[config.mk]
export PLATFORM = sky130hd
export DESIGN_NAME = mpd_top
export DESIGN_NICKNAME = d
export VERILOG_FILES = /design/src/rtl/mpd_decode_array.v /design/src/rtl/mpd_complex_array.v /design/src/rtl/mpd_top.v
export VERILOG_INCLUDE_DIRS = /design/src /design/src/rtl
export SDC_FILE = /design/constraint.sdc
export NUM_CORES = 2
export LEC_CHECK = 0
export BUFFER_PORTS_ARGS = -buffer_cell sky130_fd_sc_hd__buf_2
export CAP_MARGIN = 20
export CORE_UTILIZATION = 55
export CTS_BUF_LIST = sky130_fd_sc_hd__clkbuf_8
export CTS_CLUSTER_SIZE = 10
export DETAILED_ROUTE_END_ITERATION = 10
export HOLD_SLACK_MARGIN = 0.05
export PLACE_DENSITY = 0.72
export SYNTH_ARGS = -nofsm -noshare
export SYNTH_HDL_FRONTEND = slang
export SYNTH_SLANG_ARGS = --single-unit
[constraint.sdc]
create_clock -name clk_i -period 45.1 [get_ports clk_i]
set_input_delay 9.02 -clock clk_i [delete_from_list [all_inputs] [get_ports clk_i]]
set_output_delay 9.02 -clock clk_i [all_outputs]
set_load 0.01 [all_outputs]
[src/rtl/mpd_map.vh]
// register offsets, field positions, reset values and decode constants
`ifndef MPD_MAP_VH
`define MPD_MAP_VH

// register word offsets on the avalon bus (byte address = 4 * index)
`define MPD_IDX_PAGE 8'hE0
`define MPD_IDX_PWR_A 8'hB0
`define MPD_IDX_PWR_B 8'hB4
`define MPD_IDX_JTAG_EN 8'hC7
`define MPD_IDX_DEC_BASE 8'h40
`define MPD_IDX_PORT_CFG 8'h50
`define MPD_IDX_CLA_IN 8'h60
`define MPD_IDX_CLA_OUT 8'h61
`define MPD_IDX_SELECTS 8'h62
`define MPD_IDX_STATUS 8'h63
`define MPD_IDX_APD_LIMIT 8'h64

// reset values
`define MPD_RST_PAGE 8'h00
`define MPD_RST_PWR_A 8'h01
`define MPD_RST_PWR_B 8'h00
`define MPD_RST_JTAG_EN 8'h00
`define MPD_RST_PORT_CFG 8'h00
`define MPD_RST_APD_LIMIT 16'h0100

// power control reg a fields
`define MPD_PA_SPEED 0
`define MPD_PA_APD_EN 1
// power control reg b fields
`define MPD_PB_GATE_STROBE 0
`define MPD_PB_GATE_PORTS 1
`define MPD_PB_GATE_ADDR 2

// port cfg fields
`define MPD_PC_AB_DATA 0
`define MPD_PC_ADDR_OUT 1

// decode select and logic array counts
`define MPD_NUM_PRI 8
`define MPD_NUM_SEC 4
`define MPD_NUM_SEL 17
`define MPD_SEL_SRAM 12
`define MPD_SEL_REGS 13
`define MPD_NUM_IN 24
`define MPD_NUM_OMC 16
`define MPD_NUM_COMB 3

`endif

[src/rtl/mpd_decode_array.v]
// combinational address decode array: page + address to block selects
`timescale 1ns/1ps
`default_nettype none
module mpd_decode_array (
    // address inputs
    input wire [7:0] page_i,
    input wire [15:0] addr_i,
    input wire cs_n_i,
    // per-select match patterns: 8 page bits + 4 addr msbs, with care masks
    input wire [203:0] match_i,
    input wire [203:0] care_i,
    // selects
    output reg [16:0] sel_o
);
    integer k;
    reg [11:0] key;

    always @* begin
        key = {page_i, addr_i[15:12]};
        sel_o = 17'h00000;
        for (k = 0; k < 17; k = k + 1) begin
            // memories disabled while chip select is high
            sel_o[k] = ~cs_n_i & (((key ^ match_i[k*12 +: 12])
                & care_i[k*12 +: 12]) == 12'h000);
        end
    end
endmodule // mpd_decode_array
`default_nettype wire

[src/rtl/mpd_complex_array.v]
// complex logic array: 16 registered and 3 combinational outputs, sleep
`timescale 1ns/1ps
`default_nettype none
module mpd_complex_array (
    // clock and reset
    input wire clk_i,
    input wire rst_i,
    // logic input bus and control
    input wire [31:0] in_bus_i,
    input wire speed_i,
    input wire load_i,
    input wire [15:0] load_data_i,
    // outputs
    output reg [15:0] omc_o,
    output reg [2:0] comb_o,
    output reg asleep_o
);
    reg [31:0] prev_reg;
    wire changed = (in_bus_i != prev_reg);
    wire [15:0] term = in_bus_i[15:0] ^ in_bus_i[31:16];

    always @(posedge clk_i or posedge rst_i) begin
        if (rst_i) begin
            prev_reg <= 32'h00000000;
            omc_o <= 16'h0000;
            asleep_o <= 1'b0;
        end else begin
            prev_reg <= in_bus_i;
            if (load_i) begin
                omc_o <= load_data_i;
            end else if (speed_i || changed) begin
                omc_o <= term;
            end
            // sleep until the next input transition
            asleep_o <= ~speed_i & ~changed;
        end
    end

    always @* begin
        comb_o = {^in_bus_i[31:16], &in_bus_i[7:0], |in_bus_i[15:8]};
    end
endmodule // mpd_complex_array
`default_nettype wire

[src/rtl/mpd_top.v]
// peripheral top: avalon registers, decode, complex array, ports, power
//
// Summary of operation
// - 8-bit page register extends address
// - page rewrite remaps flash sectors
// - eight independent primary flash sector selects
// - four independent secondary flash sector selects
// - decode selects are combinational, registered once at sel_o
// - sixteen registered plus three combinational outputs
// - 24 input macrocells feed logic bus
// - control strobes fed undecoded to bus
// - speed bit low: array sleeps
// - gating bits freeze array inputs
// - bus inactivity triggers automatic power down
// - 27 pins, function select per port group
// - port A as data bus, port B outputs disabled
// - JTAG takes over port C pins
// - programmer programs all without microcontroller
// - chip select high disables memories
// - logic clock drives array and counter
//
// The Avalon-MM slave port and the register offsets were decided locally.
`timescale 1ns/1ps
`default_nettype none
`include "mpd_map.vh"
module mpd_top (
    // clock and reset
    input wire clk_i,
    input wire rst_i,
    // avalon-mm slave
    input wire [9:0] avs_address_i,
    input wire avs_read_i,
    input wire avs_write_i,
    input wire [31:0] avs_writedata_i,
    output reg [31:0] avs_readdata_o,
    output reg avs_waitrequest_o,
    // microcontroller bus
    input wire [15:0] mcu_addr_i,
    input wire mcu_rd_n_i,
    input wire mcu_wr_n_i,
    input wire mcu_ale_i,
    input wire mcu_cs_n_i,
    // port pins a,b (8), c (8 less bit 2 unused), d (3)
    input wire [26:0] pin_in_i,
    output reg [26:0] pin_out_o,
    output reg [26:0] pin_oe_o,
    // jtag on port c
    input wire jtag_tdo_i,
    input wire jtag_test_status_out_i,
    input wire jtag_test_error_out_i,
    output reg jtag_tms_o,
    output reg jtag_tck_o,
    output reg jtag_tdi_o,
    // selects and status
    output reg [16:0] sel_o,
    output reg powered_down_o,
    output reg [7:0] mcu_data_out_o
);
    ////////////////////////////////////////////////////////////////////////
    // registers
    reg [7:0] page_reg;
    reg [7:0] pwr_a_reg;
    reg [7:0] pwr_b_reg;
    reg [7:0] jtag_en_reg;
    reg [7:0] port_cfg_reg;
    reg [15:0] apd_limit_reg;
    reg [203:0] match_reg;
    reg [203:0] care_reg;
    reg [23:0] imc_reg;
    reg [15:0] mcu_latch_reg;
    reg [15:0] apd_cnt_reg;
    reg [3:0] prev_strobe_reg;
    reg [31:0] gated_reg;
    reg ack_reg;
    reg cla_load_reg;
    reg [15:0] cla_load_data_reg;

    wire [7:0] idx = avs_address_i[9:2];
    wire [16:0] dec_sel;
    wire [15:0] output_macrocell;
    wire [2:0] comb;
    wire asleep;

    // decode entry: index to select number, 17 means not a decode entry
    // port config and array indices come first and shadow two entries
    function [4:0] dec_entry;
        input [7:0] a;
        begin
            if (a >= `MPD_IDX_DEC_BASE && a < `MPD_IDX_DEC_BASE + 8'h22) begin
                dec_entry = a[5:1];
            end else begin
                dec_entry = 5'h11;
            end
        end
    endfunction

    ////////////////////////////////////////////////////////////////////////
    // logic input bus
    wire [3:0] strobes = {mcu_ale_i, mcu_cs_n_i, mcu_wr_n_i, mcu_rd_n_i};
    wire [31:0] in_bus_raw = {mcu_addr_i[15:12], strobes, imc_reg};
    wire [31:0] gate_mask = {{4{pwr_b_reg[`MPD_PB_GATE_ADDR]}},
        {4{pwr_b_reg[`MPD_PB_GATE_STROBE]}},
        {24{pwr_b_reg[`MPD_PB_GATE_PORTS]}}};
    // any strobe change counts as bus activity for the power-down timer
    wire bus_active = (strobes != prev_strobe_reg);

    ////////////////////////////////////////////////////////////////////////
    // avalon slave: one wait cycle then acknowledge
    // ack_reg drops waitrequest for one cycle and then forces an idle
    // cycle, so a request held one cycle past the acknowledge is not taken twice
    always @(posedge clk_i or posedge rst_i) begin
        if (rst_i) begin
            ack_reg <= 1'b0;
            avs_waitrequest_o <= 1'b1;
            avs_readdata_o <= 32'h00000000;
            page_reg <= `MPD_RST_PAGE;
            pwr_a_reg <= `MPD_RST_PWR_A;
            pwr_b_reg <= `MPD_RST_PWR_B;
            jtag_en_reg <= `MPD_RST_JTAG_EN;
            port_cfg_reg <= `MPD_RST_PORT_CFG;
            apd_limit_reg <= `MPD_RST_APD_LIMIT;
            match_reg <= {204{1'b0}};
            care_reg <= {204{1'b1}};
            cla_load_reg <= 1'b0;
            cla_load_data_reg <= 16'h0000;
        end else begin
            cla_load_reg <= 1'b0;
            if ((avs_read_i || avs_write_i) && !ack_reg) begin
                ack_reg <= 1'b1;
                avs_waitrequest_o <= 1'b0;
                avs_readdata_o <= 32'h00000000;
                if (avs_write_i) begin
                    if (idx == `MPD_IDX_PAGE) begin
                        page_reg <= avs_writedata_i[7:0];
                    end else if (idx == `MPD_IDX_PWR_A) begin
                        pwr_a_reg <= avs_writedata_i[7:0];
                    end else if (idx == `MPD_IDX_PWR_B) begin
                        pwr_b_reg <= avs_writedata_i[7:0];
                    end else if (idx == `MPD_IDX_JTAG_EN) begin
                        jtag_en_reg <= avs_writedata_i[7:0];
                    end else if (idx == `MPD_IDX_PORT_CFG) begin
                        port_cfg_reg <= avs_writedata_i[7:0];
                    end else if (idx == `MPD_IDX_APD_LIMIT) begin
                        apd_limit_reg <= avs_writedata_i[15:0];
                    end else if (idx == `MPD_IDX_CLA_OUT) begin
                        cla_load_reg <= 1'b1;
                        cla_load_data_reg <= avs_writedata_i[15:0];
                    end else if (dec_entry(idx) != 5'h11) begin
                        if (idx[0]) begin
                            care_reg[dec_entry(idx)*12 +: 12] <=
                                avs_writedata_i[11:0];
                        end else begin
                            match_reg[dec_entry(idx)*12 +: 12] <=
                                avs_writedata_i[11:0];
                        end
                    end
                end else begin
                    if (idx == `MPD_IDX_PAGE) begin
                        avs_readdata_o <= {24'h000000, page_reg};
                    end else if (idx == `MPD_IDX_PWR_A) begin
                        avs_readdata_o <= {24'h000000, pwr_a_reg};
                    end else if (idx == `MPD_IDX_PWR_B) begin
                        avs_readdata_o <= {24'h000000, pwr_b_reg};
                    end else if (idx == `MPD_IDX_JTAG_EN) begin
                        avs_readdata_o <= {24'h000000, jtag_en_reg};
                    end else if (idx == `MPD_IDX_PORT_CFG) begin
                        avs_readdata_o <= {24'h000000, port_cfg_reg};
                    end else if (idx == `MPD_IDX_APD_LIMIT) begin
                        avs_readdata_o <= {16'h0000, apd_limit_reg};
                    end else if (idx == `MPD_IDX_CLA_IN) begin
                        avs_readdata_o <= {8'h00, imc_reg};
                    end else if (idx == `MPD_IDX_CLA_OUT) begin
                        avs_readdata_o <= {13'h0000, comb, output_macrocell};
                    end else if (idx == `MPD_IDX_SELECTS) begin
                        avs_readdata_o <= {15'h0000, dec_sel};
                    end else if (idx == `MPD_IDX_STATUS) begin
                        avs_readdata_o <= {30'h00000000, asleep,
                            powered_down_o};
                    end else if (dec_entry(idx) != 5'h11) begin
                        if (idx[0]) begin
                            avs_readdata_o <= {20'h00000,
                                care_reg[dec_entry(idx)*12 +: 12]};
                        end else begin
                            avs_readdata_o <= {20'h00000,
                                match_reg[dec_entry(idx)*12 +: 12]};
                        end
                    end
                end
            end else begin
                ack_reg <= 1'b0;
                avs_waitrequest_o <= 1'b1;
            end
        end
    end

    ////////////////////////////////////////////////////////////////////////
    // input macrocells, address latch, input gating, power down
    always @(posedge clk_i or posedge rst_i) begin
        if (rst_i) begin
            imc_reg <= 24'h000000;
            mcu_latch_reg <= 16'h0000;
            // idle strobes: latch low, chip select and strobes high
            prev_strobe_reg <= 4'h7;
            gated_reg <= 32'h00000000;
            apd_cnt_reg <= 16'h0000;
            powered_down_o <= 1'b0;
        end else begin
            imc_reg <= pin_in_i[23:0];
            if (mcu_ale_i) begin
                mcu_latch_reg <= mcu_addr_i;
            end
            prev_strobe_reg <= strobes;
            // gated signals hold their last value
            gated_reg <= (gated_reg & gate_mask)
                | (in_bus_raw & ~gate_mask);
            // the count holds at the limit while powered down
            if (bus_active || !pwr_a_reg[`MPD_PA_APD_EN]) begin
                apd_cnt_reg <= 16'h0000;
                powered_down_o <= 1'b0;
            end else if (apd_cnt_reg >= apd_limit_reg) begin
                powered_down_o <= 1'b1;
            end else begin
                apd_cnt_reg <= apd_cnt_reg + 16'h0001;
            end
        end
    end

    ////////////////////////////////////////////////////////////////////////
    // arrays
    // powered down looks like chip select high to the decode
    mpd_decode_array u_dec (
        .page_i(page_reg),
        .addr_i(mcu_addr_i),
        .cs_n_i(mcu_cs_n_i | powered_down_o),
        .match_i(match_reg),
        .care_i(care_reg),
        .sel_o(dec_sel)
    );

    mpd_complex_array u_cla (
        .clk_i(clk_i),
        .rst_i(rst_i),
        .in_bus_i(gated_reg),
        .speed_i(pwr_a_reg[`MPD_PA_SPEED]),
        .load_i(cla_load_reg),
        .load_data_i(cla_load_data_reg),
        .omc_o(output_macrocell),
        .comb_o(comb),
        .asleep_o(asleep)
    );

    ////////////////////////////////////////////////////////////////////////
    // pin muxing and outputs
    wire jtag_on = jtag_en_reg[0];
    wire mcu_rd = ~mcu_rd_n_i & ~mcu_cs_n_i;
    reg [26:0] out_next;
    reg [26:0] oe_next;

    always @* begin
        out_next = {output_macrocell[10:0], output_macrocell};
        oe_next = 27'h0000000;
        oe_next[15:0] = 16'hFFFF;
        // latched low address byte goes out on both ports
        if (port_cfg_reg[`MPD_PC_ADDR_OUT]) begin
            out_next[15:0] = {mcu_latch_reg[7:0], mcu_latch_reg[7:0]};
        end
        if (port_cfg_reg[`MPD_PC_AB_DATA]) begin
            out_next[15:0] = {8'h00, pin_in_i[7:0]};
            oe_next[15:0] = {8'h00, {8{mcu_rd}}};
        end
        if (jtag_on) begin
            out_next[16] = 1'b0;
            out_next[17] = 1'b0;
            out_next[19] = jtag_test_status_out_i;
            out_next[20] = jtag_test_error_out_i;
            out_next[22] = jtag_tdo_i;
            // test_status_out, test_error_out and tdo drive; tms, tck and tdi stay inputs
            oe_next[22:16] = 7'h58;
        end
    end

    always @(posedge clk_i or posedge rst_i) begin
        if (rst_i) begin
            pin_out_o <= 27'h0000000;
            pin_oe_o <= 27'h0000000;
            jtag_tms_o <= 1'b0;
            jtag_tck_o <= 1'b0;
            jtag_tdi_o <= 1'b0;
            sel_o <= 17'h00000;
            mcu_data_out_o <= 8'h00;
        end else begin
            pin_out_o <= out_next;
            pin_oe_o <= oe_next;
            jtag_tms_o <= jtag_on & pin_in_i[16];
            jtag_tck_o <= jtag_on & pin_in_i[17];
            jtag_tdi_o <= jtag_on & pin_in_i[21];
            sel_o <= dec_sel;
            mcu_data_out_o <= pin_in_i[7:0];
        end
    end
endmodule // mpd_top
`default_nettype wire

[After elaboration in Yosys (flattened, before gate mapping)]
Index checks and enable logic that the tools add are counted.
Widths: inputs -> output; s select.
Word-level totals
  flip-flop bits (word level): 727
  input port bits: 96
  output and inout port bits: 116
  logic and storage cells: 282
Operators by class
  add/sub/neg operators: 3
  $mul: 4
  order comparisons: 3
  equal/unequal tests: 15
  shifts and indexed selects: 6
  muxes and demuxes: 109
  bitwise operators: 75
  reductions and logical operators: 38
Operators with widths (number)
  $bwmux 204: 2
  $shift 12x34->204 const A: 2
  $shiftx 12x34->204: 2
  $shiftx 204x10->12: 2
  $mux 5: 70
  $and 12x12->12: 17
  $logic_not 12->1: 17
  $xor 12x12->12: 17
  $mux 24: 8
  $mux 16: 7
  $neg 9->34: 2
  $and 32x32->32: 2
  $eq 8x7->1 const B: 6
  $mux 12: 3
  $eq 8x8->1 const B: 4
  $ne 32x32->1: 1
  $not 32->32: 1
  $or 32x32->32: 1
  $mul 5x2->7 const B: 4
  $and 1x1->1: 22
  $reduce_and 11->1: 2
  $mux 19: 1
  $mux 17: 1
  $add 16x1->16 const B: 1
  other kinds (25): 58

[Longest topological paths before layout]
  word-level depth: 44
  gate-level depth with buffers: 23
  gate-level depth less buffers: 18

[Cells and area by module]
Synthesis repeated with hierarchy kept, for this count alone.
Unflattened totals
  cells, all modules: 3318
  area, all modules: 36695.2 um2
By module, submodules not included
  mpd_top: times used 1, cells an instance 2693, area each 31047.3 um2, sequential area each 16328.2 um2
  mpd_decode_array: times used 1, cells an instance 383, area each 3009.1 um2, sequential area each 0.0 um2
  mpd_complex_array: times used 1, cells an instance 242, area each 2638.8 um2, sequential area each 1226.2 um2

[Worst setup path after synthesis]
OpenSTA, ideal clock, no wires.
  kind: input-to-reg
  start point: in avs_address_i[9]
  end point: reg care_reg[144]
  setup time: 0.082 ns
  data arrival time: 14.090 ns
  data required time: 45.018 ns
  slack: 30.928 ns
  cell stages on the path: 22
  buffers on the path: 6
  path through: buf_2 -> or3b_2 -> nor2_4 -> inv_2 -> buf_2 -> clkbuf_1 -> clkbuf_1 -> ha_1 -> ha_1 -> nor2_1 -> mux2i_4 -> xnor2_2 -> buf_2 -> nand3_1 -> nor4_1 -> ha_1 -> clkbuf_1 -> o311ai_1 -> a21boi_1 -> nand2_1 -> nor2_1 -> mux2_2
Between the ends
  word-level cells in the longest chain between the ends: 18
  elaborated cells between the ends (all ways): 45
  those cells by class: add/sub: 1; mul: 1; order compare: 2; eq/ne: 8; shift: 2; mux: 22; bitwise: 7; reduce/logical: 2
RTL lines
  start, declared: RTL line mpd_top.v:31  | input wire [9:0] avs_address_i,
  $ge 8x7->1 (no source line) / $lt 8x7->1 (equally long branches)
  $logic_and 1x1->1: RTL line mpd_top.v:89  | if (a >= `MPD_IDX_DEC_BASE && a < `MPD_IDX_DEC_BASE + 8'h22) begin
  $mux 5: RTL line mpd_top.v:89
  $mux 5: RTL line mpd_top.v:149  | if (idx[0]) begin
  $mux 5: RTL line mpd_top.v:148  | end else if (dec_entry(idx) != 5'h11) begin
  $mux 5: RTL line mpd_top.v:145  | end else if (idx == `MPD_IDX_CLA_OUT) begin
  $mux 5: RTL line mpd_top.v:143  | end else if (idx == `MPD_IDX_APD_LIMIT) begin
  $mux 5: RTL line mpd_top.v:141  | end else if (idx == `MPD_IDX_PORT_CFG) begin
  [... 2 more ...]
  $mux 5: RTL line mpd_top.v:135  | end else if (idx == `MPD_IDX_PWR_A) begin
  $mux 5: RTL line mpd_top.v:133  | if (idx == `MPD_IDX_PAGE) begin
  $mux 5: RTL line mpd_top.v:132  | if (avs_write_i) begin
  $mux 5: RTL line mpd_top.v:128  | if ((avs_read_i || avs_write_i) && !ack_reg) begin
  $mul 5x2->7: RTL line mpd_top.v:150  | care_reg[dec_entry(idx)*12 +: 12] <=
  $neg 9->34: RTL line mpd_top.v:150
  $shiftx 12x34->204 / $shift 12x34->204 (equally long branches): RTL line mpd_top.v:150
  $bwmux 204: RTL line mpd_top.v:150
  end signal, assigned: RTL line mpd_top.v:123  | care_reg <= {204{1'b1}};
  end signal, assigned by index: RTL line mpd_top.v:150
  end, declared: RTL line mpd_top.v:68  | reg [203:0] care_reg;
Parallel ways exist; a longest one is shown, timed or not. The select of a mux whose other input is x is not followed.
A chain may end at the register's enable or synchronous reset.

[Worst setup path after layout]
  start point: in avs_address_i[3]
  end point: reg match_reg[192]
Between the ends
  word-level cells in the longest chain between the ends: 18
  elaborated cells between the ends (all ways): 45
  those cells by class: add/sub: 1; mul: 1; order compare: 2; eq/ne: 8; shift: 2; mux: 22; bitwise: 7; reduce/logical: 2
RTL lines
  $ge 8x7->1 (no source line) / $lt 8x7->1 (equally long branches)
  $logic_and 1x1->1: RTL line mpd_top.v:89
  $mux 5: RTL line mpd_top.v:89
  $mux 5: RTL line mpd_top.v:149
  $mux 5: RTL line mpd_top.v:148
  $mux 5: RTL line mpd_top.v:145
  $mux 5: RTL line mpd_top.v:143
  $mux 5: RTL line mpd_top.v:141
  [... 2 more ...]
  $mux 5: RTL line mpd_top.v:135
  $mux 5: RTL line mpd_top.v:133
  $mux 5: RTL line mpd_top.v:132
  $mux 5: RTL line mpd_top.v:128
  $mul 5x2->7: RTL line mpd_top.v:153  | match_reg[dec_entry(idx)*12 +: 12] <=
  $neg 9->34: RTL line mpd_top.v:153
  $shiftx 12x34->204 / $shift 12x34->204 (equally long branches): RTL line mpd_top.v:153
  $bwmux 204: RTL line mpd_top.v:153
  end signal, assigned: RTL line mpd_top.v:122  | match_reg <= {204{1'b0}};
  end signal, assigned by index: RTL line mpd_top.v:153
  end, declared: RTL line mpd_top.v:67  | reg [203:0] match_reg;
Parallel ways exist; a longest one is shown, timed or not. The select of a mux whose other input is x is not followed.

==> impl_metrics.py <==
metrics = {
    "clock_tree": {
        "tritoncts": "built",
        "cts_resized": 0,
        "clk_path_buf_depth": 3,
        "hold_buffers": 0,
        "path_clk_slew_ns": 0.06,
        "root_buffer": "clkbuf_8",
        "insertion_delay_ns": 0.78,
        "cts_buffers": 114,
        "cts_num_sinks": 691,
        "h-tree-depth": 3,
        "cts_setup_buffers": 0,
    },
    "drt": {
        "dr.pass1.iters": 9,
        "drtIter0Drc": 3904,
        "wl_per_cell_um": 32.57,
        "vias_per_cell": 6.801,
        "final_antenna_net_count": 0,
        "drc": 104,
        "drt_wl_total_um": 142200,
        "num_vias": 29700,
    },
    "cells_and_area": {
        "nNetsFinal": 3517,
        "utilization": 0.6183,
        "final_layout_size_suffix_gt1_frac": 0.3450,
        "multi_input_area_sq_um": 18180,
        "final-seq-area_sq_um": 17550,
        "fillCellCount": 5252,
        "synthToLayoutAreaGrowth_pct": 10.87,
    },
    "global_routing": {
        "grt_antenna_before_repair": 13,
        "grt_overflow": 0,
        "grt_max_degree": 159,
        "grt_pass1_vias": 29710,
        "grt_pass1_wl_um": 204000,
        "grtUsageTotal": 0.4208,
    },
    "synthesis": {
        "netlist_area_sq_um": 36800,
        "synth_edf_count": 0,
        "yosysWarningCount": 0,
        "async_reset_ff_frac": 1.000,
        "syn_avg_cell_area_sq_um": 11.33,
        "ys_seq_area_frac": 0.4770,
        "syn_inst": 3247,
        "ys_ff_latch": 691,
        "yosysUniqueCellTypes": 97,
        "synthFlopType": "dfrtp_1",
    },
    "min_path": {
        "hold_path_class": "reg2reg",
    },
    "sta": {
        "drv_slew": 0,
        "fin_crit_ns": 16.44,
        "setup_viol": 0,
        "tns_ns": 0,
        "worst_slew_pin_slew_ns": 1.230,
        "setup_ws_ns": 28.66,
        "relSlewSlack": 0.1800,
        "fin_skew_ns": 0.03697,
        "hold_violations": 0,
        "fmax_mhz": 60.82,
        "finalCritPeriodShare": 0.3645,
        "rsz0062_at_grt": "no",
    },
    "run_status": {
        "status": "finished, violations left",
        "violations": "DRC",
    },
    "power_and_ir_drop": {
        "p_per_area_nw_per_um2": 33.63,
        "p_switching_mw": 0.3839,
        "p_leak_nw": 18.61,
        "peakVddDrop_mv": 0.02465,
        "swShare": 0.2798,
        "power.total_mw": 1.372,
        "seqPwrFrac": 0.480,
        "pwr-share-clk": 0.418,
        "p_int_mw": 0.9882,
        "p_comb_frac": 0.102,
    },
    "floorplanning": {
        "rows": 94,
        "io_pins": 212,
        "die-area_sq_um": 67950,
        "core_sq_um": 65980,
        "die_y_um": 260.7,
        "die_x_um": 260.7,
        "initial_core_util": 0.5577,
    },
    "placed_design": {
        "gp_congestion": 1.037,
        "portBuffers": 170,
        "hpwlAfterDp_um": 101700,
        "preCtsSetupSlack_ns": 28.11,
    },
    "flow_run": {
        "max_cap_viol_count": 0,
    },
    "setup_path": {
        "required_ns": 45.75,
        "critical_path.startpoint_type": "input port",
        "reg2reg_setup_slack_ns": 41.45,
        "critPathMaxFanout": 48,
        "path_class": "in2reg",
        "endpoint_kind": "register",
        "worstPathArrival_ns": 17.09,
    },
}
per-stage QoR:
step	hold slack, ns	instance area [sq um]	instances
3_5_place_dp	0.4330	38330	4141
5_1_grt	0.4768	40790	4363
2_1_floorplan	0.3519	36860	3262
4_1_cts	0.4459	40740	4358
3_3_place_gp	0.4260	38310	4139
6_report	0.4471	40800	4366
area by class of cell:
type	instances	area share
Clock buffer	153	0.05161
Timing Repair Buffer	232	0.03337
Antenna cell	6	0.0003680
Inverter	48	0.004631
Multi-Input combinational cell	2308	0.4456
Tap cell	864	0.02650
Sequential cell	691	0.4303
Clock inverter	64	0.007636
final timing paths:
check	start	cells after the start	to
min	u_cla.omc_o[8]	0	pin_out_o[24]
max reg2reg	ack_reg	9	match_reg[192]
max in group asynchronous	rst_i	4	match_reg[31]
min in group asynchronous	rst_i	2	u_cla.prev_reg[18]
min reg2reg	u_cla.omc_o[8]	0	pin_out_o[24]
max	avs_address_i[3]	21	match_reg[192]
per-layer routing:
| metal | track usage | vias up | share of wire | wire length (um) |
|---|---|---|---|---|
| met1 | 0.5119 | 14880 | 0.36 | 51030 |
| met5 | 0 | - | 0.00025 | 35 |
| met3 | 0.1208 | 670 | 0.11 | 16110 |
| li1 | - | 12060 | - | - |
| met2 | 0.6242 | 2085 | 0.43 | 61030 |
| met4 | 0.3408 | 6 | 0.098 | 13980 |
layout by cell type (no fill, tap or decap), drive strengths merged, types with 101 or more instances in the layout:
master / instances
xor2: 227
mux2: 495
clkbuf: 153
a21oi: 156
dfrtp: 481
nand2: 242
dfstp: 210
nor2: 250
nand3: 111
buf: 232
o21ai: 101
critical path, cell delays in order:
cell      delay (ns)
buf_2           0.11
buf_4           0.35
or3b_2          0.64
nor2_4          0.66
clkinv_2        0.84
ha_1            0.60
ha_1            0.30
nor2_1          0.19
mux2i_4         0.12
xnor2_2         0.62
nand3_1         0.16
nor4_1          0.28
ha_1            0.46
inv_1           0.26
nor3_1          0.23
nand4_1         0.17
a21oi_2         0.20
buf_4           0.35
nand2_1         0.43
nor2_1          0.63
mux2_2          0.41
synth_stat cells, drive strengths merged (14+ instances only):
cell type,number,area (sq um)
a22o,16,140.1
dfrtp,481,12040
o22ai,14,87.58
o221ai,14,122.6
inv,48,180.2
o21ai,101,505.5
nor2b,20,125.1
nand3,111,560.5
xor2,227,1988
nand4,36,225.2
a21oi,156,788.3
xnor2,52,470.5
a222oi,18,180.2
dfstp,210,5518
buf,93,536.8
a22oi,82,615.6
a211oi,16,132.6
nor4,19,143.9
nor2,250,1039
ha,26,325.3
a31oi,25,156.4
mux2i,73,743.2
nand2,242,910.9
mux4,63,1419
mux2,495,5574
and2,20,125.1
clkbuf,122,457.9
nor3,34,185.2
cell families (layout without fill, tap and decap cells):
family,after synthesis,in the layout,synth area share
buffers and inverters,263,497,0.03193
DFF,691,691,0.4770
adders and majority gates,27,27,0.009112
and+or+nand+nor,802,802,0.1045
AOI/OAI and AO/OA,553,553,0.1003
muxes,631,631,0.2102
other,1,22,0.0001019
xor gates and xnor gates,279,279,0.06681
power by group through the flow:
stage | registers, mW | clock network, mW | logic [mW]
finish | 0.658 | 0.574 | 0.140
detailed placement | 0.668 | 0 | 0.134
CTS | 0.658 | 0.578 | 0.134
global placement | 0.667 | 0 | 0.131
global route | 0.659 | 0.605 | 0.145
floorplan | 0.662 | 0 | 0.0815
Note: power is estimated with default switching activity, not from simulation.
